`config.mk`:
```
export PLATFORM = sky130hd
export DESIGN_NAME = psc_loader
export DESIGN_NICKNAME = d
export VERILOG_FILES = /design/src/inc/psc_pkg.sv /design/src/logic/psc_edge_sync.sv /design/src/logic/psc_loader.sv
export SDC_FILE = /design/constraint.sdc
export NUM_CORES = 1
export LEC_CHECK = 0
export BUFFER_PORTS_ARGS = -buffer_cell sky130_fd_sc_hd__buf_4
export CAP_MARGIN = 20
export CORE_MARGIN = 2
export CORE_UTILIZATION = 40
export CTS_CLUSTER_DIAMETER = 60
export CTS_CLUSTER_SIZE = 8
export DETAILED_ROUTE_END_ITERATION = 7
export PLACE_DENSITY_LB_ADDON = 0.12
export SYNTH_ARGS = -nofsm -noshare
export SYNTH_HDL_FRONTEND = slang
export SYNTH_SLANG_ARGS = --single-unit
export TNS_END_PERCENT = 1
```
`constraint.sdc`:
```
create_clock -name i_ref_clk -period 4.3 [get_ports i_ref_clk]
set_clock_uncertainty 0.2 [all_clocks]
set_input_delay 0.215 -clock i_ref_clk [delete_from_list [all_inputs] [get_ports i_ref_clk]]
set_output_delay 0.215 -clock i_ref_clk [all_outputs]
set_load 0.02 [all_outputs]
```
`src/inc/psc_pkg.sv`:
```
package psc_pkg;
    localparam int CLK_HZ = 100_000_000;
    localparam int POR_NS = 5_000;
    localparam int POR_CYC = (POR_NS * (CLK_HZ / 1_000_000) + 999) / 1000;
    localparam int RESTART_NS = 40_000;
    localparam int RESTART_CYC = (RESTART_NS * (CLK_HZ / 1_000_000)) / 1000;
    localparam int OSC_HZ = 10_000_000;
    localparam int OSC_DIV = CLK_HZ / OSC_HZ;
    localparam int INIT_CYC_A = 136;
    localparam int INIT_CYC_B = 40;
    localparam int INIT_CYC_C = 10;
    localparam int BITS_PER_BYTE = 8;
    localparam logic [1:0] INIT_SRC_OSC = 2'h0;
    localparam logic [1:0] INIT_SRC_DCLK = 2'h1;
    localparam logic [1:0] INIT_SRC_USR = 2'h2;

    typedef enum logic [2:0] {
        PSC_POR = 3'h0,
        PSC_RESET = 3'h1,
        PSC_CONFIG = 3'h2,
        PSC_INIT = 3'h3,
        PSC_USER = 3'h4,
        PSC_ERROR = 3'h5
    } psc_state_e;

    typedef struct packed {
        logic status_oe_n;
        logic done_oe_n;
        logic io_tristate;
        logic user_mode;
    } psc_status_s;
endpackage

```
`src/logic/psc_edge_sync.sv`:
```
// Two-stage synchroniser with rise and fall pulses taken after stage two
module psc_edge_sync (
    input wire logic i_ref_clk,
    input wire logic i_rst,
    input wire logic i_pin,
    output logic o_level,
    output logic o_rise,
    output logic o_fall
);
    logic s1_q;
    logic s2_q;
    logic s3_q;

    always_ff @(posedge i_ref_clk or posedge i_rst) begin
        if (i_rst) begin
            s1_q <= 1'b0;
            s2_q <= 1'b0;
            s3_q <= 1'b0;
        end else begin
            s1_q <= i_pin;
            s2_q <= s1_q;
            s3_q <= s2_q;
        end
    end

    assign o_level = s2_q;
    assign o_rise = s2_q & ~s3_q;
    assign o_fall = ~s2_q & s3_q;
endmodule

```
`src/logic/psc_loader.sv`:
```
// Functional notes
// - Capture byte on rise, shift on falls
// - Next byte taken on ninth rising edge
// - Power-on reset holds status low, tristates
// - Stages: reset, configuration, then initialization
// - Reset while request or status low
// - Request high releases status, accepts bytes
// - All bits received releases completion line
// - Variant A: oscillator or user clock init
// - Variant B: serial clock or user clock
// - Init lasts 136, 40 or 10 cycles
// - Error pulls status low, optional auto-restart
module psc_loader
    import psc_pkg::*;
#(
    parameter int TOTAL_BITS = 64,
    parameter int INIT_CYCLES = INIT_CYC_B,
    parameter bit OSC_VARIANT = 1'b1,
    parameter int POR_CYCLES = POR_CYC,
    parameter int RESTART_CYCLES = RESTART_CYC
) (
    input wire logic i_ref_clk,
    input wire logic i_rst,
    input wire logic i_dclk,
    input wire logic [7:0] i_data,
    input wire logic i_config_req_n,
    input wire logic i_status_in,
    input wire logic i_user_startup_clock,
    input wire logic i_use_user_clock,
    input wire logic i_auto_restart,
    input wire logic i_cfg_error,
    output logic o_status_o,
    output logic o_status_oe_n,
    output logic o_done_o,
    output logic o_done_oe_n,
    output logic o_io_tristate,
    output logic o_user_mode,
    output logic o_bit_valid,
    output logic o_bit
);
    if (TOTAL_BITS < 8 || TOTAL_BITS % 8 != 0 || INIT_CYCLES < 1 ||
        POR_CYCLES < 1 || RESTART_CYCLES < 1) begin : g_bad_param
        $error("psc_loader: bad parameter");
    end

    psc_state_e state_q;
    logic [31:0] timer_q;
    logic [31:0] bits_q;
    logic [7:0] shreg_q;
    logic [3:0] phase_q;
    logic [7:0] data_s1_q;
    logic [7:0] data_s2_q;
    logic [$clog2(OSC_DIV+1)-1:0] osc_q;
    logic osc_tick;
    logic dclk_rise, dclk_fall;
    logic req_lvl, req_fall;
    logic stat_lvl, usr_rise;
    logic init_tick;
    psc_status_s st;

    psc_edge_sync u_dclk (.i_ref_clk(i_ref_clk), .i_rst(i_rst), .i_pin(i_dclk),
        .o_level(), .o_rise(dclk_rise), .o_fall(dclk_fall));
    psc_edge_sync u_req (.i_ref_clk(i_ref_clk), .i_rst(i_rst), .i_pin(i_config_req_n),
        .o_level(req_lvl), .o_rise(), .o_fall(req_fall));
    psc_edge_sync u_stat (.i_ref_clk(i_ref_clk), .i_rst(i_rst), .i_pin(i_status_in),
        .o_level(stat_lvl), .o_rise(), .o_fall());
    psc_edge_sync u_usr (.i_ref_clk(i_ref_clk), .i_rst(i_rst),
        .i_pin(i_user_startup_clock), .o_level(), .o_rise(usr_rise), .o_fall());

    ////////////////////////////////////////////////////////////////////////
    // Data pins synchronised; hold time across the edge is the host's duty
    always_ff @(posedge i_ref_clk or posedge i_rst) begin
        if (i_rst) begin
            data_s1_q <= 8'h00;
            data_s2_q <= 8'h00;
        end else begin
            data_s1_q <= i_data;
            data_s2_q <= data_s1_q;
        end
    end

    // Internal oscillator stand-in: one-cycle enable at the nominal rate
    always_ff @(posedge i_ref_clk or posedge i_rst) begin
        if (i_rst) begin
            osc_q <= '0;
        end else if (osc_q == ($bits(osc_q))'(OSC_DIV - 1)) begin
            osc_q <= '0;
        end else begin
            osc_q <= osc_q + 1'b1;
        end
    end
    assign osc_tick = (osc_q == ($bits(osc_q))'(OSC_DIV - 1));

    always_comb begin
        if (i_use_user_clock) begin
            init_tick = usr_rise;
        end else if (OSC_VARIANT) begin
            init_tick = osc_tick;
        end else begin
            init_tick = dclk_rise;
        end
    end

    ////////////////////////////////////////////////////////////////////////
    // Stage sequencer
    always_ff @(posedge i_ref_clk or posedge i_rst) begin
        if (i_rst) begin
            state_q <= PSC_POR;
            timer_q <= '0;
        end else begin
            case (state_q)
                PSC_POR: begin
                    if (timer_q == 32'(POR_CYCLES - 1)) begin
                        state_q <= PSC_RESET;
                        timer_q <= '0;
                    end else begin
                        timer_q <= timer_q + 32'h0000_0001;
                    end
                end
                PSC_RESET: begin
                    // Stay until the released status line reads back high
                    if (req_lvl && stat_lvl) begin
                        state_q <= PSC_CONFIG;
                    end
                end
                PSC_CONFIG: begin
                    if (!req_lvl || !stat_lvl) begin
                        state_q <= PSC_RESET;
                    end else if (i_cfg_error) begin
                        state_q <= PSC_ERROR;
                        timer_q <= '0;
                    end else if (bits_q == 32'(TOTAL_BITS)) begin
                        state_q <= PSC_INIT;
                        timer_q <= '0;
                    end
                end
                PSC_INIT: begin
                    if (!req_lvl) begin
                        state_q <= PSC_RESET;
                    end else if (init_tick) begin
                        if (timer_q == 32'(INIT_CYCLES - 1)) begin
                            state_q <= PSC_USER;
                        end
                        timer_q <= timer_q + 32'h0000_0001;
                    end
                end
                PSC_USER: begin
                    if (req_fall) begin
                        state_q <= PSC_RESET;
                    end
                end
                PSC_ERROR: begin
                    if (req_fall) begin
                        state_q <= PSC_RESET;
                    end else if (i_auto_restart &&
                                 timer_q == 32'(RESTART_CYCLES - 1)) begin
                        state_q <= PSC_RESET;
                    end else begin
                        timer_q <= timer_q + 32'h0000_0001;
                    end
                end
                default: begin
                    state_q <= PSC_POR;
                    timer_q <= '0;
                end
            endcase
        end
    end

    ////////////////////////////////////////////////////////////////////////
    // Byte capture and serialisation
    always_ff @(posedge i_ref_clk or posedge i_rst) begin
        if (i_rst) begin
            shreg_q <= 8'h00;
            phase_q <= 4'h0;
            bits_q <= '0;
            o_bit_valid <= 1'b0;
            o_bit <= 1'b0;
        end else begin
            o_bit_valid <= 1'b0;
            if (state_q != PSC_CONFIG) begin
                phase_q <= 4'h0;
                bits_q <= '0;
            end else if (dclk_rise && phase_q == 4'h0) begin
                shreg_q <= data_s2_q;
                phase_q <= 4'h8;
            end else if (dclk_fall && phase_q != 4'h0) begin
                o_bit <= shreg_q[0];
                o_bit_valid <= 1'b1;
                shreg_q <= {1'b0, shreg_q[7:1]};
                phase_q <= phase_q - 4'h1;
                bits_q <= bits_q + 32'h0000_0001;
            end
        end
    end

    ////////////////////////////////////////////////////////////////////////
    // Pin drivers
    always_comb begin
        st.status_oe_n = !(state_q == PSC_POR || state_q == PSC_ERROR ||
                           (state_q == PSC_RESET && !req_lvl));
        st.done_oe_n = (state_q == PSC_INIT || state_q == PSC_USER);
        st.io_tristate = (state_q != PSC_USER);
        st.user_mode = (state_q == PSC_USER);
    end

    assign o_status_o = 1'b0;
    assign o_done_o = 1'b0;
    assign o_status_oe_n = st.status_oe_n;
    assign o_done_oe_n = st.done_oe_n;
    assign o_io_tristate = st.io_tristate;
    assign o_user_mode = st.user_mode;

    ////////////////////////////////////////////////////////////////////////
    // Assertions
    property p_por_hold;
        @(posedge i_ref_clk) disable iff (i_rst)
        (state_q == PSC_POR) |-> (!o_status_oe_n && o_io_tristate);
    endproperty
    a_por_hold: assert property (p_por_hold) else $error("status not held in POR");

    property p_capture;
        @(posedge i_ref_clk) disable iff (i_rst)
        (state_q == PSC_CONFIG && req_lvl && stat_lvl && !i_cfg_error &&
         dclk_rise && phase_q == 4'h0) |=> (shreg_q == $past(data_s2_q) && phase_q == 4'h8);
    endproperty
    a_capture: assert property (p_capture) else $error("byte not captured");

    property p_no_recapture;
        @(posedge i_ref_clk) disable iff (i_rst)
        (state_q == PSC_CONFIG && dclk_rise && phase_q != 4'h0) |=> $stable(shreg_q);
    endproperty
    a_no_recapture: assert property (p_no_recapture) else $error("early recapture");

    property p_reset_low;
        @(posedge i_ref_clk) disable iff (i_rst)
        (state_q == PSC_CONFIG && !req_lvl) |=> (state_q == PSC_RESET);
    endproperty
    a_reset_low: assert property (p_reset_low) else $error("no reset on low request");

    property p_release;
        @(posedge i_ref_clk) disable iff (i_rst)
        (state_q == PSC_RESET && req_lvl) |-> o_status_oe_n;
    endproperty
    a_release: assert property (p_release) else $error("status not released");

    property p_accept;
        @(posedge i_ref_clk) disable iff (i_rst)
        (state_q == PSC_RESET && req_lvl && stat_lvl) |=> (state_q == PSC_CONFIG);
    endproperty
    a_accept: assert property (p_accept) else $error("configuration not entered");

    property p_hold_reset;
        @(posedge i_ref_clk) disable iff (i_rst)
        (state_q == PSC_RESET && !(req_lvl && stat_lvl)) |=> (state_q == PSC_RESET);
    endproperty
    a_hold_reset: assert property (p_hold_reset) else $error("reset left early");

    property p_done;
        @(posedge i_ref_clk) disable iff (i_rst)
        (state_q == PSC_CONFIG) |-> !o_done_oe_n;
    endproperty
    a_done: assert property (p_done) else $error("done released early");

    property p_done_rise;
        @(posedge i_ref_clk) disable iff (i_rst)
        (state_q == PSC_CONFIG && req_lvl && stat_lvl && !i_cfg_error &&
         bits_q == 32'(TOTAL_BITS)) |=> o_done_oe_n;
    endproperty
    a_done_rise: assert property (p_done_rise) else $error("done not released");

    property p_order;
        @(posedge i_ref_clk) disable iff (i_rst)
        (state_q == PSC_USER) |-> ($past(state_q) inside {PSC_INIT, PSC_USER});
    endproperty
    a_order: assert property (p_order) else $error("stage order broken");

    property p_error;
        @(posedge i_ref_clk) disable iff (i_rst)
        (state_q == PSC_CONFIG && req_lvl && stat_lvl && i_cfg_error) |=> !o_status_oe_n;
    endproperty
    a_error: assert property (p_error) else $error("error not flagged");

    property p_init_len;
        @(posedge i_ref_clk) disable iff (i_rst)
        (state_q == PSC_INIT && $past(state_q) == PSC_CONFIG) |-> (timer_q == 32'h0000_0000);
    endproperty
    a_init_len: assert property (p_init_len) else $error("init count not cleared");

    property p_init_end;
        @(posedge i_ref_clk) disable iff (i_rst)
        (state_q == PSC_INIT && req_lvl && init_tick && timer_q == 32'(INIT_CYCLES - 1))
        |=> (state_q == PSC_USER && !o_io_tristate);
    endproperty
    a_init_end: assert property (p_init_end) else $error("user mode not entered");

    property p_init_early;
        @(posedge i_ref_clk) disable iff (i_rst)
        (state_q == PSC_INIT && timer_q < 32'(INIT_CYCLES - 1)) |=> (state_q != PSC_USER);
    endproperty
    a_init_early: assert property (p_init_early) else $error("user mode too early");
endmodule

```
==> results.toml <==
[cts]
clock-root-buffer = "clkbuf_16"
clk_path_buf_depth = 2
cts_tree = "built"
cts_max_level = 3
cts_sinks = 112
cts_inserted_buffers = 9
worst_setup_hold_path_clk_slew_ns = 0.08
clock_insertion_delay_worst_skew_ns = 0.36
cts_post_setup_buffers_inserted = 0
post_cts_resized = 0

[drt]
remaining_drc_errors = 0
route.final.wire_length_um = 11300
vias = 4128
avgViaCountPerCell = 5.42
drtAntennaViolNets = 0
routed.top_layer = "met4"
drt_pre_antenna_iters = 5
wl_met1_um = 5490
route.met2.wl_um = 5290
number_of_violations_reported_at_the_end_of_detailed_routing_iteration_0 = 270
wl_met3_um = 358
drt-wirelength-per-cell_um = 14.8

[die]
core.rowCount = 42
pin_count = 25
die-area_um2 = 14500
start_util_pct = 40.9
chipHeight_um = 120
fp.coreArea_um2 = 13200
dieWidth_um = 120

[cells_and_area]
antenna-diode-count = 0
fillerInstances = 1277
multi_input_area_um2 = 2410
syn2layout_area_growth_pct = 13.3
final-seq-area_um2 = 2800
final_core_utilization_pct = 46.3
finish.cell_count_without_fillers = 761
drive_gt1_share_pct = 10.3
nNetsFinal = 602

[critical_path]
worst_path_dominant_cell_family = "simple AND/OR/NAND/NOR gates"
timing.setup.critical_path_class = "flip-flop to flip-flop"
cell_by_cell_listing_of_the_critical_path = "nor4_1, nand3_1, nor4_1, nor2b_1, or2_1, nor3_1, o22a_1"
critical_path_buffers_and_inverters = 0
regToRegEndpoint = "timer_q[7]"
timing.rr.start = "timer_q[25]"
logic_depth_of_the_worst_path_buffers_included = 7
end_kind = "flip-flop"
cp-start-kind = "flip-flop"
timing.reg2reg.setup_slack_ns = 0.91
timing.critical_path.from = "timer_q[25]"
reg2reg_depth = 7
crit_path_max_incr_delay_ns = 0.86
worstSetupEndpoint = "timer_q[7]"
path_common_cell = "nor4_1"
crit_path_max_fanout = 36
endpoint_arrival_time_on_the_critical_path_ns = 3.43
worst_ep_required_ns = 4.35
critPathSlowestCell = "or2_1"

[sta]
finalMaxSlewViolations = 0
maxSlewHeadroom_pct = 26.0
report.final.hold_viol_count = 0
timing.final.crit_period_ns = 3.39
final-setup-viol-count = 0
max_slew.worst_pin.slew_ns = 1.11
final.setup.tns_ns = 0
period_share_pct = 78.7
clock.fmax_mhz = 295
final.setup.worst_slack_ns = 0.914
rsz_0062_raised_after_global_routing = "false"

[worst_hold_path]
hold_path.class = "input port to flip-flop"

[yosys]
synth-seq-area-share_pct = 51.8
synth_largest_area_cell = "dfrtp_1"
synthDistinctLibCells = 61
asyncSetResetFlopFracSynth_pct = 100
yosysWarnings = 0
yosys_register_bits = 112
synthFlopType = "dfrtp_1"
synth_area_leaders = "dfrtp_1 (52%), nor2_1 (4.9%), o21ai_0 (4.3%)"
synth_enable_flop_cells = 0
synth_top_cell_area_share_pct = 51.8
syn-cell-area_um2 = 5410
synthesis.area_per_instance_um2 = 9.75
netlist_instances = 555

[pwr]
seq_power_share_pct = 55.1
comb_power_share_pct = 2.8
switching_power_uw = 448
p_leak_nw = 2.50
pwr_density_cell_nw_per_um2 = 316
worst_ir_drop_vdd_mv = 0.211
power.share.switching_pct = 23.1
clockPowerShare_pct = 42.0
internal-power_mw = 1.49

[placed_design]
place.detailed.hpwl_um = 7330
port-buffer-count = 22
detailedPlace.worstSlack_ns = 0.992
gpl.final_weighted_congestion = 0.796
placed_cells = 732

[grt]
antenna_violations_before_repair = 0
grt-ovfl-total = 0
grt_usage_pct = 16.7
grt_first_pass_wirelength_um = 19300
grt_max_degree = 46
first_global_vias = 4026

[job]
drv_cap = 0

[outcome]
outcome = "complete, no violations"
==> layer usage <==
layer | GRT usage, % | vias to the layer above
li1 | - | 2020
met1 | 22.6 | 2041
met2 | 26.7 | 55
met3 | 4.62 | 12
met4 | 4.36 | 0
met5 | 0 | -
==> synth_stat cells, types with 4 or more instances <==
| cell | number |
|---|---|
| buf_2 | 7 |
| nor3_1 | 6 |
| nor2_1 | 71 |
| o21ai_1 | 5 |
| xnor2_1 | 13 |
| inv_1 | 15 |
| clkbuf_1 | 16 |
| nand4_1 | 13 |
| o31ai_1 | 16 |
| a21o_1 | 4 |
| o41ai_1 | 6 |
| and2_1 | 5 |
| or3_1 | 5 |
| buf_4 | 5 |
| nand2b_1 | 9 |
| ha_1 | 5 |
| o21ai_0 | 46 |
| nand3_1 | 28 |
| a31oi_1 | 7 |
| or4_1 | 4 |
| nor4_1 | 12 |
| and4_1 | 7 |
| a21oi_1 | 9 |
| xor2_1 | 18 |
| mux2i_1 | 8 |
| nor2b_1 | 8 |
| and3_1 | 9 |
| dfrtp_1 | 112 |
| nand2_1 | 45 |
==> cells by family (layout without fill, tap and decap cells) <==
family                     count (synthesis)  count (layout)  synth area share, %
AOI/OAI and AO/OA                        109             109                 12.8
xor gates and xnor gates                  31              31                 5.02
DFF                                      112             112                 51.8
and+or+nand+nor                          243             243                 23.6
adders and majority gates                  5               5                 1.16
other                                      1               2               0.0693
muxes                                     10              10                 1.90
buffers and inverters                     44              73                 3.70
==> state kept, by name, indices dropped and copies added (netlist names), 3 cells and up <==
| register | cells |
|---|---|
| timer_q | 32 |
| state_q | 3 |
| osc_q | 4 |
| shreg_q | 8 |
| data_s2_q | 8 |
| phase_q | 4 |
| data_s1_q | 8 |
| bits_q | 32 |
==> tightest hold or removal path: stages <==
cell,delay (ns)
buf_4,0.10
a21o_1,0.10
nand3_1,0.08
o22ai_1,0.12
==> stage by stage <==
step	power, mW	cell area [um2]	hold WS (ns)
2_1_floorplan	1.12	5420	0.0464
3_3_place_gp	1.14	5710	0.0333
3_5_place_dp	1.14	5710	0.0411
4_1_cts	1.98	6130	0.108
5_1_grt	2.03	6130	0.130
6_report	1.94	6130	0.116
==> placed cells by master (no fill, tap or decap), types with 3 or more instances in the layout <==
master         count
a21o_1             4
a21oi_1            9
a31oi_1            7
and2_1             5
and3_1             9
and4_1             7
buf_4             29
clkbuf_16          9
dfrtp_1          112
dlygate4sd3_1     13
ha_1               5
inv_1             14
inv_6              3
mux2i_1            8
nand2_1           45
nand2b_1           9
nand3_1           28
nand3b_1           3
nand4_1           13
nand4b_1           3
nor2_1            71
nor2b_1            8
nor3_1             6
nor4_1            12
nor4_2             3
o21ai_0           46
o21ai_1            5
o31ai_1           16
o41ai_1            6
or3_1              5
or4_1              4
xnor2_1           13
xor2_1            18
==> worst min path at each step <==
stage                               to  cells after the start  slack [ns]         from
after detailed placement  data_s1_q[6]                      2        0.04        i_rst
final                       state_q[2]                      4        0.12  i_cfg_error
after CTS                   state_q[2]                      4        0.11  i_cfg_error
after global routing        state_q[2]                      4        0.13  i_cfg_error
after global placement    data_s1_q[6]                      2        0.03        i_rst
after floorplan           data_s1_q[0]                      0        0.05    i_data[0]
==> power by group through the flow <==
stage / sequential [mW] / combinational, mW / clock, mW
floorplan: 1.09 / 0.0272 / 0
global placement: 1.09 / 0.0475 / 0
detailed placement: 1.09 / 0.0480 / 0
CTS: 1.07 / 0.0576 / 0.852
global route: 1.07 / 0.0626 / 0.898
finish: 1.07 / 0.0550 / 0.816
==> layout make-up <==
type / instances / area share [%]
clock buffers: 9 / 3.67
clock inverters: 7 / 1.04
inverters: 15 / 0.959
multi-input cells: 400 / 39.4
flip-flops and latches: 112 / 45.7
well taps: 176 / 3.59
repair buffers: 42 / 5.67
==> timing repair <==
| action | 4_1_cts | 5_1_grt |
|---|---|---|
| setup endpoints to repair | 0 | 0 |
| hold buffers | 13 | 0 |
| endpoints found under the hold margin | 42 | 0 |
No activity file was read; power rests on OpenSTA's default activity.
